File: config.mk
export PLATFORM = sky130hd
export DESIGN_NAME = pll_zd_status_regs
export DESIGN_NICKNAME = d
export VERILOG_FILES = /design/src/include/pll_zd_pkg.sv /design/src/rtl/pll_zd_status_regs.sv
export VERILOG_INCLUDE_DIRS = /design/src /design/src/include
export SDC_FILE = /design/constraint.sdc
export NUM_CORES = 1
export LEC_CHECK = 0
export ABC_AREA = 0
export BUFFER_PORTS_ARGS = -buffer_cell sky130_fd_sc_hd__buf_2
export CORE_MARGIN = 4
export CORE_UTILIZATION = 30
export CTS_CLUSTER_DIAMETER = 200
export DETAILED_ROUTE_END_ITERATION = 8
export PLACE_DENSITY = 0.56
export SLEW_MARGIN = 20
export SYNTH_ARGS = -nofsm -noshare
export SYNTH_HDL_FRONTEND = slang
export SYNTH_SLANG_ARGS = --single-unit
File: constraint.sdc
create_clock -name clk_sys -period 1.14 [get_ports clk_sys]
set_clock_uncertainty 0.05 [all_clocks]
set_input_delay 0.171 -clock clk_sys [delete_from_list [all_inputs] [get_ports clk_sys]]
set_output_delay 0.171 -clock clk_sys [all_outputs]
set_load 0.02 [all_outputs]
File: src/include/pll_zd_defs.svh
/*
 register offsets, field positions, reset values for the zero-delay
 control and pll status readback registers; assumes 10-bit addresses
*/
`ifndef PLL_ZD_DEFS_SVH
`define PLL_ZD_DEFS_SVH
`define ZD_CTRL_ADDR 10'h01E
`define PLL_STAT_ADDR 10'h01F
`define ZD_CTRL_RESET 8'h00
`define PLL_STAT_RESET 8'h00
`define ZD_CTRL_MASK 8'h1E
`define ZD_FB_SEL_LO 3
`define ZD_FB_SEL_HI 4
`define ZD_EXT_BIT 2
`define ZD_EN_BIT 1
`define STAT_CAL_DONE_BIT 6
`define STAT_HOLDOVER_BIT 5
`define STAT_ALT_REF_SEL_BIT 4
`define STAT_VCO_ABOVE_BIT 3
`define STAT_ALT_REF_ABOVE_BIT 2
`define STAT_MAIN_REF_ABOVE_BIT 1
`define STAT_LOCK_BIT 0
`endif

File: src/include/pll_zd_pkg.sv
/*
 types for the zero-delay control and pll status register block;
 assumes nothing of its surroundings
*/
package pll_zd_pkg;
    typedef enum logic [1:0] {
        ZD_OFF = 2'b00,
        ZD_INTERNAL = 2'b01,
        ZD_EXTERNAL = 2'b10
    } zd_mode_t;
endpackage : pll_zd_pkg

File: src/rtl/pll_zd_status_regs.sv
/*
 zero-delay control register and pll status readback register.
 assumes a serial port front end that presents decoded single-cycle
 write and read strobes with a 10-bit address, and status levels from
 the calibrator, holdover controller, reference monitors and lock
 detector, all synchronous to clk_sys.
*/
`timescale 1ns/100ps
`default_nettype none
`include "pll_zd_defs.svh"

module pll_zd_status_regs
    import pll_zd_pkg::*;
(
    // clock and reset
    input wire logic clk_sys,
    input wire logic sys_rst,
    // register port
    input wire logic [9:0] reg_addr,
    input wire logic reg_wr,
    input wire logic [7:0] reg_wdata,
    input wire logic reg_rd,
    output logic [7:0] reg_rdata,
    // status readback disable from control register 0x01D bit 4
    input wire logic status_freeze,
    // status sources
    input wire logic vco_cal_done,
    input wire logic holdover_active,
    input wire logic second_ref_selected,
    input wire logic vco_above_thresh,
    input wire logic second_ref_above_thresh,
    input wire logic first_ref_above_thresh,
    input wire logic pll_locked,
    // zero-delay controls
    output logic zd_enable,
    output logic zd_external,
    output var zd_mode_t zd_mode,
    output logic [1:0] zd_fb_select
);

    logic [7:0] ctrl_reg;
    logic [7:0] ctrl_next;
    logic [7:0] stat_reg;
    logic [7:0] stat_next;
    logic [7:0] rdata_reg;
    logic [7:0] rdata_next;
    logic zd_en_reg;
    logic zd_en_next;
    logic zd_ext_reg;
    logic zd_ext_next;
    zd_mode_t mode_reg;
    zd_mode_t mode_next;
    logic [1:0] fb_reg;
    logic [1:0] fb_next;
    logic [7:0] stat_live;

    always_comb begin
        stat_live = 8'h00;
        stat_live[`STAT_CAL_DONE_BIT] = vco_cal_done;
        stat_live[`STAT_HOLDOVER_BIT] = holdover_active;
        stat_live[`STAT_ALT_REF_SEL_BIT] = second_ref_selected;
        stat_live[`STAT_VCO_ABOVE_BIT] = vco_above_thresh;
        stat_live[`STAT_ALT_REF_ABOVE_BIT] = second_ref_above_thresh;
        stat_live[`STAT_MAIN_REF_ABOVE_BIT] = first_ref_above_thresh;
        stat_live[`STAT_LOCK_BIT] = pll_locked;
    end

    always_comb begin
        ctrl_next = ctrl_reg;
        if (reg_wr && reg_addr == `ZD_CTRL_ADDR) begin
            ctrl_next = reg_wdata & `ZD_CTRL_MASK;
        end
        stat_next = status_freeze ? stat_reg : stat_live;
        rdata_next = rdata_reg;
        if (reg_rd) begin
            case (reg_addr)
                `ZD_CTRL_ADDR: rdata_next = ctrl_reg;
                `PLL_STAT_ADDR: rdata_next = stat_reg;
                default: rdata_next = 8'h00;
            endcase
        end
        zd_en_next = ctrl_next[`ZD_EN_BIT];
        zd_ext_next = ctrl_next[`ZD_EN_BIT] & ctrl_next[`ZD_EXT_BIT];
        fb_next = ctrl_next[`ZD_FB_SEL_HI:`ZD_FB_SEL_LO];
        case ({ctrl_next[`ZD_EN_BIT], ctrl_next[`ZD_EXT_BIT]})
            2'b10: mode_next = ZD_INTERNAL;
            2'b11: mode_next = ZD_EXTERNAL;
            default: mode_next = ZD_OFF;
        endcase
    end

    always_ff @(posedge clk_sys or posedge sys_rst) begin
        if (sys_rst) begin
            ctrl_reg <= `ZD_CTRL_RESET;
            stat_reg <= `PLL_STAT_RESET;
            rdata_reg <= 8'h00;
            zd_en_reg <= 1'b0;
            zd_ext_reg <= 1'b0;
            mode_reg <= ZD_OFF;
            fb_reg <= 2'b00;
        end else begin
            ctrl_reg <= ctrl_next;
            stat_reg <= stat_next;
            rdata_reg <= rdata_next;
            zd_en_reg <= zd_en_next;
            zd_ext_reg <= zd_ext_next;
            mode_reg <= mode_next;
            fb_reg <= fb_next;
        end
    end

    assign reg_rdata = rdata_reg;
    assign zd_enable = zd_en_reg;
    assign zd_external = zd_ext_reg;
    assign zd_mode = mode_reg;
    assign zd_fb_select = fb_reg;

    property p_zd_enable;
        @(posedge clk_sys) disable iff (sys_rst)
        (!sys_rst && reg_wr && reg_addr == `ZD_CTRL_ADDR)
            |=> zd_enable == $past(reg_wdata[`ZD_EN_BIT]);
    endproperty
    a_zd_enable: assert property (p_zd_enable)
        else $error("zd enable wrong");

    property p_zd_mode;
        @(posedge clk_sys) disable iff (sys_rst)
        zd_external |-> (zd_enable && zd_mode == ZD_EXTERNAL);
    endproperty
    a_zd_mode: assert property (p_zd_mode)
        else $error("zd mode wrong");

    property p_ext_mode;
        @(posedge clk_sys) disable iff (sys_rst)
        zd_external == (ctrl_reg[`ZD_EN_BIT] && ctrl_reg[`ZD_EXT_BIT]);
    endproperty
    a_ext_mode: assert property (p_ext_mode)
        else $error("external mode does not follow control bits");

    property p_int_mode;
        @(posedge clk_sys) disable iff (sys_rst)
        (zd_enable && !zd_external) |-> zd_mode == ZD_INTERNAL;
    endproperty
    a_int_mode: assert property (p_int_mode)
        else $error("internal mode not selected");

    property p_zd_off;
        @(posedge clk_sys) disable iff (sys_rst)
        !zd_enable |-> (zd_mode == ZD_OFF && !zd_external);
    endproperty
    a_zd_off: assert property (p_zd_off)
        else $error("zero delay active while disabled");

    property p_ctrl_write;
        @(posedge clk_sys) disable iff (sys_rst)
        (!sys_rst && reg_wr && reg_addr == `ZD_CTRL_ADDR)
            |=> ctrl_reg == ($past(reg_wdata) & `ZD_CTRL_MASK);
    endproperty
    a_ctrl_write: assert property (p_ctrl_write)
        else $error("control write not stored as masked");

    property p_ctrl_hold;
        @(posedge clk_sys) disable iff (sys_rst)
        (!sys_rst && !(reg_wr && reg_addr == `ZD_CTRL_ADDR))
            |=> $stable(ctrl_reg);
    endproperty
    a_ctrl_hold: assert property (p_ctrl_hold)
        else $error("control changed without a write to it");

    property p_ctrl_read;
        @(posedge clk_sys) disable iff (sys_rst)
        (!sys_rst && reg_rd && reg_addr == `ZD_CTRL_ADDR)
            |=> reg_rdata == $past(ctrl_reg);
    endproperty
    a_ctrl_read: assert property (p_ctrl_read)
        else $error("control misread");

    property p_unmapped_read;
        @(posedge clk_sys) disable iff (sys_rst)
        (!sys_rst && reg_rd && reg_addr != `ZD_CTRL_ADDR
            && reg_addr != `PLL_STAT_ADDR) |=> reg_rdata == 8'h00;
    endproperty
    a_unmapped_read: assert property (p_unmapped_read)
        else $error("unmapped read not zero");

    property p_freeze;
        @(posedge clk_sys) disable iff (sys_rst)
        status_freeze |=> $stable(stat_reg);
    endproperty
    a_freeze: assert property (p_freeze)
        else $error("status moved while frozen");

    property p_refresh;
        @(posedge clk_sys) disable iff (sys_rst)
        (!sys_rst && !status_freeze) |=> stat_reg == $past(stat_live);
    endproperty
    a_refresh: assert property (p_refresh)
        else $error("status not refreshed");

    property p_lock_read;
        @(posedge clk_sys) disable iff (sys_rst)
        (reg_rd && reg_addr == `PLL_STAT_ADDR)
            |=> reg_rdata[0] == $past(stat_reg[0]);
    endproperty
    a_lock_read: assert property (p_lock_read)
        else $error("lock bit misread");

    property p_cal_read;
        @(posedge clk_sys) disable iff (sys_rst)
        (!sys_rst && !status_freeze ##1 reg_rd && reg_addr == `PLL_STAT_ADDR)
            |=> reg_rdata[6] == $past(vco_cal_done, 2);
    endproperty
    a_cal_read: assert property (p_cal_read)
        else $error("cal bit misread");

    property p_hold;
        @(posedge clk_sys) disable iff (sys_rst)
        (!sys_rst && !status_freeze)
            |=> stat_reg[5:4] == $past({holdover_active, second_ref_selected});
    endproperty
    a_hold: assert property (p_hold)
        else $error("holdover or ref select wrong");

    property p_freq;
        @(posedge clk_sys) disable iff (sys_rst)
        (!sys_rst && !status_freeze) |=> stat_reg[3:1] == $past({
            vco_above_thresh, second_ref_above_thresh, first_ref_above_thresh});
    endproperty
    a_freq: assert property (p_freq)
        else $error("frequency flags wrong");

    property p_unused;
        @(posedge clk_sys) disable iff (sys_rst)
        reg_rdata[7] == 1'b0 && ctrl_reg[0] == 1'b0 && ctrl_reg[7:5] == 3'b000;
    endproperty
    a_unused: assert property (p_unused)
        else $error("unused bit set");

endmodule : pll_zd_status_regs

`default_nettype wire

After elaboration in Yosys (flattened, before gate mapping)
Cells that the tools add are included.
{ "word_totals": {"ff_bits": 25, "word_cells": 16, "inputBits": 30, "output_inout_bits": 14} }
{ "classes": {"n_reduce_logical": 1, "n_eq_ne": 4, "mux": 3, "bitwise_logic": 1} }
{ "ops": {"columns": ["operator", "n"], "rows": [
  ["$eq A10 B5 Y1 const B", 2],
  ["$pmux W7 S2", 1],
  ["$mux W5", 1],
  ["$eq A2 B2 Y1 const B", 2],
  ["$pmux W2 S2", 1],
  ["$and A1 B1 Y1", 1],
  ["$logic_and A1 B1 Y1", 1]
]} }

Logic depth before layout (Yosys ltp)
Gate-level depths: netlist (run 1).
{ "depth": {"depth_word": 5, "ltp_mapped": 5, "ltp_nobuf": 3} }

Least setup slack after synthesis (run 1)
No wires, ideal clock.
{ "synth_path": {"kind": "input to register", "start": "input port reg_addr[9]", "end": "register (tool-made name)", "t_arrival_ps": 1063, "t_required_ps": 965, "path_buffers": 1, "stages": 4, "setup_time_ps": 125, "slack_ps": -98, "cell_sequence": "nor4b_2 and4_1 buf_6 mux2_4"} }
{ "synth_rtl": {"columns": ["element", "line", "rtl"], "rows": [
  ["start: declaration", "pll_zd_status_regs.sv:19", "input wire logic [9:0] reg_addr,"]
]} }

==> flow_results.xml, run 1 <==
<?xml version="1.0" encoding="UTF-8"?>
<metrics>
  <group name="placement">
    <metric name="placed_cells_incl_taps" unit="">148</metric>
    <metric name="detailedPlacementHpwl" unit="mm">1.55</metric>
    <metric name="port_buffers" unit="">38</metric>
    <metric name="globalplace.congestion" unit="">0.702</metric>
    <metric name="place_worst_setup_slack" unit="ns">-0.303</metric>
  </group>
  <group name="logic_synthesis">
    <metric name="yosys_warnings" unit="">0</metric>
    <metric name="ys_seq_elements" unit="">20</metric>
    <metric name="ys_types" unit="">21</metric>
    <metric name="syn-mean-instance-area" unit="um2">13.1</metric>
    <metric name="postSynthNetCount" unit="">102</metric>
    <metric name="synth_top_family_by_area" unit="">multiplexers</metric>
    <metric name="yosysSeqAreaShare" unit="%">53.1</metric>
    <metric name="muxShareOfSynthArea" unit="%">21.1</metric>
    <metric name="compound_cell_area_share_of_the_yosys_netlist" unit="%">6.50</metric>
    <metric name="post_synthesis_adder_cell_area_fraction" unit="%">0</metric>
    <metric name="yosys.area_share.xor_xnor" unit="%">0</metric>
    <metric name="syn-cell-area" unit="um2">943</metric>
    <metric name="netlist_instances" unit="">72</metric>
    <metric name="simple_gate_fraction_of_synth_area" unit="%">11.0</metric>
  </group>
  <group name="sta">
    <metric name="finalSetupViolCount" unit="">0</metric>
    <metric name="finalCritPeriodShare" unit="%">97.5</metric>
    <metric name="rsz0062_at_grt" unit="">true</metric>
    <metric name="slew_viol_final" unit="">0</metric>
    <metric name="max_freq" unit="GHz">0.900</metric>
    <metric name="layout_setup_ws" unit="ns">0.0290</metric>
    <metric name="final_min_period" unit="ns">1.11</metric>
    <metric name="hold_viol" unit="">0</metric>
  </group>
  <group name="layout">
    <metric name="mostFrequentLayoutCells" unit="">36 x buf_2, 20 x dfrtp_1, 9 x buf_4, 7 x a22o_1, 7 x mux2_2</metric>
    <metric name="final-seq-area" unit="um2">500</metric>
    <metric name="drive_above_1_share" unit="%">56.5</metric>
    <metric name="antenna-diode-count" unit="">0</metric>
    <metric name="fin_cells" unit="">159</metric>
    <metric name="multi_input_combinational_cell_area" unit="um2">378</metric>
    <metric name="layout_fillers" unit="">302</metric>
    <metric name="finalNetCount" unit="">146</metric>
    <metric name="area_delta_synth_final" unit="%">33.3</metric>
    <metric name="final_common_cell" unit="">buf_2</metric>
  </group>
  <group name="job">
    <metric name="maxCapViolations" unit="">0</metric>
  </group>
  <group name="worst_setup_path">
    <metric name="timing.rr.end" unit="">reg_rdata[1]</metric>
    <metric name="critPathMaxFanout" unit="">3</metric>
    <metric name="family_with_the_most_delay_on_the_worst_path" unit="">flip-flops</metric>
    <metric name="cp_slowest_stage_delay" unit="ns">0.44</metric>
    <metric name="cp.buffers_inverters" unit="">1</metric>
    <metric name="critical_path_startpoint_category" unit="">register</metric>
    <metric name="cp_cell_sequence" unit="">buf_6</metric>
    <metric name="worst_ep_arrival_time" unit="ns">0.89</metric>
    <metric name="cp.required" unit="ns">0.92</metric>
    <metric name="rr_worst_depth" unit="">3</metric>
    <metric name="critical_path.slowest_cell" unit="">dfrtp_1</metric>
    <metric name="setup.reg_to_reg.worst_slack" unit="ns">0.12</metric>
    <metric name="endpoint_kind" unit="">output port</metric>
    <metric name="path_class" unit="">register to output port</metric>
    <metric name="setup_crit_end" unit="">zd_enable</metric>
    <metric name="critical_path_cell_count" unit="">1</metric>
  </group>
  <group name="power">
    <metric name="power-per-cell-area" unit="nW/um2">1050</metric>
    <metric name="power_report.internal_total" unit="mW">1.02</metric>
    <metric name="power_share_of_the_sequential_group" unit="%">56.8</metric>
    <metric name="switching_share" unit="%">23.0</metric>
    <metric name="leakage" unit="nW">0.680</metric>
    <metric name="maximum_vdd_ir_drop" unit="V">0.000281</metric>
    <metric name="p_sw" unit="uW">304</metric>
    <metric name="logic_gate_share_of_total_power" unit="%">11.6</metric>
    <metric name="clock_power_share" unit="%">31.6</metric>
  </group>
  <group name="global_route">
    <metric name="antenna_found_initial" unit="">0</metric>
    <metric name="first_global_vias" unit="">722</metric>
    <metric name="grt_max_degree" unit="">21</metric>
    <metric name="grt_overflow" unit="">0</metric>
    <metric name="grt_pass1_wl" unit="mm">3.26</metric>
    <metric name="track_usage" unit="%">10.7</metric>
  </group>
  <group name="cts">
    <metric name="cts.htree.levels" unit="">1</metric>
    <metric name="clk-insertion-delay-late" unit="ns">0.30</metric>
    <metric name="clock_tree.buffer_depth" unit="">2</metric>
    <metric name="numCtsBuffers" unit="">3</metric>
    <metric name="cts_tree" unit="">done</metric>
    <metric name="ctsRootBufferMaster" unit="">clkbuf_4</metric>
    <metric name="worst_setup_hold_path_clk_slew" unit="ns">0.11</metric>
    <metric name="numClockSinks" unit="">20</metric>
  </group>
  <group name="routing">
    <metric name="via_per_inst" unit="">4.31</metric>
    <metric name="remaining_drc_errors" unit="">0</metric>
    <metric name="postRouteAntennaNets" unit="">0</metric>
    <metric name="route.detailed.wl_per_inst" unit="um">12.2</metric>
    <metric name="first_pass_iters" unit="">2</metric>
    <metric name="detailedRoute.firstIterationViolations" unit="">15</metric>
    <metric name="routed_wl" unit="mm">1.95</metric>
    <metric name="num_vias" unit="">686</metric>
  </group>
  <group name="floorplanning">
    <metric name="design.portCount" unit="">44</metric>
    <metric name="rows" unit="">20</metric>
    <metric name="placeableCoreArea" unit="um2">3030</metric>
    <metric name="start_util" unit="%">31.2</metric>
    <metric name="fp.dieArea" unit="um2">4110</metric>
    <metric name="die-width" unit="um">64.1</metric>
    <metric name="die_height" unit="um">64.1</metric>
  </group>
  <group name="worst_hold_path">
    <metric name="timing.hold.worst.class" unit="">primary input to register</metric>
  </group>
  <group name="outcome">
    <metric name="status" unit="">complete, no violations</metric>
  </group>
</metrics>
[synth_stat cells, drive strengths merged]
cell type / instances / share of area [%]
dfrtp: 20 / 53
mux2: 11 / 15
a22o: 7 / 6.5
buf: 6 / 4.9
mux2i: 6 / 6.4
and3: 4 / 2.8
nor2: 4 / 1.6
clkbuf: 3 / 2.3
inv: 2 / 0.80
nand2: 2 / 0.80
nand2b: 2 / 1.3
and4: 1 / 0.93
and4bb: 1 / 1.3
conb: 1 / 0.40
nor2b: 1 / 0.66
nor4b: 1 / 1.6
[logic make-up after synthesis]
family,after synthesis
other cells,1
compound gates,7
mux,17
flops,20
simple gates,16
buf+inv,11
[metrics by stage]
step	utilization (%)	power, mW	area [um2]	TNS (ns)	hold WS, ns
after floorplan	-	0.851	952	-0.325	0.0848
after global placement	38.1	0.911	1150	-1.53	0.153
after detailed placement	38.1	0.915	1150	-1.75	0.157
after CTS	39.8	1.32	1210	0	0.0410
after global routing	41.5	1.40	1260	-0.0444	0.0134
final	41.5	1.32	1260	0	0.0435
[power groups by stage]
stage	clock (mW)	sequential [mW]	combinational, mW
after floorplan	0	0.761	0.0902
after global placement	0	0.764	0.148
after detailed placement	0	0.765	0.150
after CTS	0.417	0.751	0.154
after global routing	0.472	0.756	0.172
final	0.417	0.750	0.153
[timing repair]
| action | 4_1_cts | 5_1_grt |
|---|---|---|
| setup buffers | 1 | 5 |
| endpoints found under the setup margin | 1 | 11 |
| hold buffers | 1 | 0 |
| endpoints found under the hold margin | 20 | 0 |
| cloned | 0 | 0 |
| pin swaps | 0 | 0 |
| resized for setup | 0 | 5 |
[layer usage]
metal	global-route usage [%]	vias to the layer above	part of all wire, %
met4	7.28	0	2.5
met5	0	-	0
met1	12.2	322	42
met2	17.5	29	48
li1	-	331	-
met3	2.46	4	7.4
[layout make-up]
class	instances	area share, %
inverters	2	0.597
flip-flops and latches	20	39.8
repair buffers	48	22.3
well taps	44	4.38
multi-input cells	41	30.0
clock buffers	4	2.89
[worst min path at each step]
stage / from / to / slack, ns / cells after the start
finish: second_ref_above_thresh / stat_reg[2] / 0.04 / 2
floorplan: sys_rst / async pin / 0.08 / 1
CTS: reg_wdata[3] / zd_fb_select[0] / 0.04 / 2
detailed placement: sys_rst / reg_rdata[4] / 0.16 / 3
global placement: sys_rst / reg_rdata[2] / 0.15 / 3
global route: holdover_active / stat_reg[5] / 0.01 / 2
Note: power is estimated with default switching activity, not from simulation.
==> run 2, diff against run 1 <==
==> constraint.sdc (replaced) <==
create_clock -name clk_sys -period 1.14 [get_ports clk_sys]
set_clock_uncertainty 0.05 [all_clocks]
set_input_delay 0.057 -clock clk_sys [delete_from_list [all_inputs] [get_ports clk_sys]]
set_output_delay 0.057 -clock clk_sys [all_outputs]
set_load 0.02 [all_outputs]
==> flow_results.xml, run 2 (synthesis results as in run 1) <==
<?xml version="1.0" encoding="UTF-8"?>
<metrics>
  <group name="worst_setup_path">
    <metric name="cp.buffers_inverters" unit="">1</metric>
    <metric name="family_with_the_most_delay_on_the_worst_path" unit="">flip-flops</metric>
    <metric name="critical_path_cell_count" unit="">1</metric>
    <metric name="endpoint_kind" unit="">output port</metric>
    <metric name="worst_ep_arrival_time" unit="ns">0.92</metric>
    <metric name="timing.rr.end" unit="">reg_rdata[1]</metric>
    <metric name="critical_path.slowest_cell" unit="">dfrtp_1</metric>
    <metric name="critical_path_startpoint_category" unit="">register</metric>
    <metric name="cp_cell_sequence" unit="">buf_2</metric>
    <metric name="setup_crit_end" unit="">zd_enable</metric>
    <metric name="rr_worst_depth" unit="">3</metric>
    <metric name="critPathMaxFanout" unit="">5</metric>
    <metric name="path_class" unit="">register to output port</metric>
    <metric name="setup.reg_to_reg.worst_slack" unit="ns">0.14</metric>
    <metric name="cp.required" unit="ns">1.03</metric>
    <metric name="cp_slowest_stage_delay" unit="ns">0.44</metric>
  </group>
  <group name="sta">
    <metric name="hold_ws" unit="ns">0.0754</metric>
    <metric name="finalSetupViolCount" unit="">0</metric>
    <metric name="final_min_period" unit="ns">1.03</metric>
    <metric name="finalCritPeriodShare" unit="%">90.4</metric>
    <metric name="timing.setup.tns" unit="ns">0</metric>
    <metric name="rsz0062_at_grt" unit="">false</metric>
    <metric name="hold_viol" unit="">0</metric>
    <metric name="slew_viol_final" unit="">0</metric>
    <metric name="max_freq" unit="GHz">0.970</metric>
  </group>
  <group name="layout">
    <metric name="mostFrequentLayoutCells" unit="">38 x buf_2, 20 x dfrtp_1, 12 x dlygate4sd3_1, 7 x a22o_1, 7 x mux2_2</metric>
    <metric name="fin_area" unit="um2">1320</metric>
    <metric name="final_common_cell" unit="">buf_2</metric>
    <metric name="antenna-diode-count" unit="">0</metric>
    <metric name="fin_util" unit="%">43.5</metric>
    <metric name="finalNetCount" unit="">151</metric>
    <metric name="area_delta_synth_final" unit="%">39.5</metric>
    <metric name="drive_above_1_share" unit="%">48.3</metric>
  </group>
  <group name="placement">
    <metric name="globalplace.congestion" unit="">0.716</metric>
    <metric name="port_buffers" unit="">38</metric>
    <metric name="place_area" unit="um2">1140</metric>
    <metric name="detailedPlacementHpwl" unit="mm">1.48</metric>
  </group>
  <group name="floorplanning">
    <metric name="fp.dieArea" unit="um2">4110</metric>
    <metric name="die_height" unit="um">64.1</metric>
    <metric name="start_util" unit="%">31.2</metric>
    <metric name="rows" unit="">20</metric>
    <metric name="die-width" unit="um">64.1</metric>
    <metric name="placeableCoreArea" unit="um2">3030</metric>
    <metric name="design.portCount" unit="">44</metric>
  </group>
  <group name="routing">
    <metric name="detailedRoute.firstIterationViolations" unit="">16</metric>
    <metric name="routed_wl" unit="mm">1.84</metric>
    <metric name="maxUsedRoutingLayer" unit="">met4</metric>
    <metric name="first_pass_iters" unit="">4</metric>
    <metric name="via_per_inst" unit="">4.06</metric>
    <metric name="m1WireLength" unit="um">795</metric>
    <metric name="route.met2.wl" unit="um">942</metric>
    <metric name="met3_length" unit="um">77</metric>
    <metric name="route.detailed.wl_per_inst" unit="um">11.2</metric>
    <metric name="num_vias" unit="">666</metric>
    <metric name="postRouteAntennaNets" unit="">0</metric>
    <metric name="remaining_drc_errors" unit="">0</metric>
  </group>
  <group name="cts">
    <metric name="ctsRootBufferMaster" unit="">clkbuf_4</metric>
    <metric name="cts_tree" unit="">done</metric>
    <metric name="clk-insertion-delay-late" unit="ns">0.30</metric>
    <metric name="cts-resized-gates" unit="">0</metric>
    <metric name="worst_setup_hold_path_clk_slew" unit="ns">0.12</metric>
    <metric name="clock_tree.buffer_depth" unit="">2</metric>
    <metric name="numClockSinks" unit="">20</metric>
    <metric name="numCtsBuffers" unit="">3</metric>
    <metric name="cts.htree.levels" unit="">1</metric>
  </group>
  <group name="power">
    <metric name="leakage" unit="nW">0.694</metric>
    <metric name="report.power.total" unit="mW">1.50</metric>
    <metric name="maximum_vdd_ir_drop" unit="V">0.000416</metric>
    <metric name="power-per-cell-area" unit="nW/um2">1140</metric>
  </group>
  <group name="global_route">
    <metric name="grt_max_degree" unit="">21</metric>
    <metric name="first_global_vias" unit="">701</metric>
    <metric name="antenna_found_initial" unit="">0</metric>
    <metric name="grt_pass1_wl" unit="mm">3.03</metric>
    <metric name="grt_overflow" unit="">0</metric>
    <metric name="track_usage" unit="%">9.68</metric>
  </group>
  <group name="worst_hold_path">
    <metric name="timing.hold.worst.class" unit="">primary input to register</metric>
  </group>
  <group name="outcome">
    <metric name="status" unit="">complete, no violations</metric>
  </group>
  <group name="job">
    <metric name="maxCapViolations" unit="">0</metric>
  </group>
</metrics>
==> run 2: per-stage QoR <==
step	instances	setup WS, ns
finish	164	0.109
CTS	164	0.0913
global route	164	0.0648
floorplan	72	0.0156
detailed placement	148	-0.148
global placement	148	-0.148
==> run 2: area by class of cell <==
cell class | instances | area [um2]
Inverter | 2 | 7.51
Fill cell | 294 | 1710
Timing Repair Buffer | 53 | 333
Sequential cell | 20 | 500
Tap cell | 44 | 55.1
Clock inverter | 1 | 30.0
Multi-Input combinational cell | 41 | 368
Clock buffer | 3 | 22.5
==> run 2: worst min-delay path by stage <==
stage,startpoint,to,slack (ns),cells past startpoint
global route,status_freeze,stat_reg[6],0.07,2
finish,status_freeze,stat_reg[3],0.08,2
global placement,sys_rst,reg_rdata[2],0.04,3
floorplan,sys_rst,async pin,-0.03,1
detailed placement,sys_rst,reg_rdata[2],0.05,3
CTS,status_freeze,stat_reg[3],0.08,2
==> run 2: worst register-to-register path: cells and delay by family (launching register included) <==
kind	cells	cell delay, ns
DFF	1	0.44
muxes	1	0.15
AOI/OAI and AO/OA	1	0.20
and+or+nand+nor	1	0.05
==> run 2: report_power, final <==
part / total, mW / internal, mW / switching (mW)
Sequential: 0.750 / 0.737 / 0.0133
Combinational: 0.173 / 0.105 / 0.0680
Clock: 0.573 / 0.355 / 0.218
==> run 2: per-layer routing <==
layer | track usage (%) | up-vias
met3 | 2.11 | 2
met2 | 16.4 | 19
met4 | 5.66 | 0
met1 | 11.1 | 306
met5 | 0 | -
li1 | - | 339
==> run 2: what timing repair did <==
action,in CTS,in global routing
endpoints found under the setup margin,0,0
hold endpoints to repair,33,0
hold buffers,12,0
setup buffers,0,0
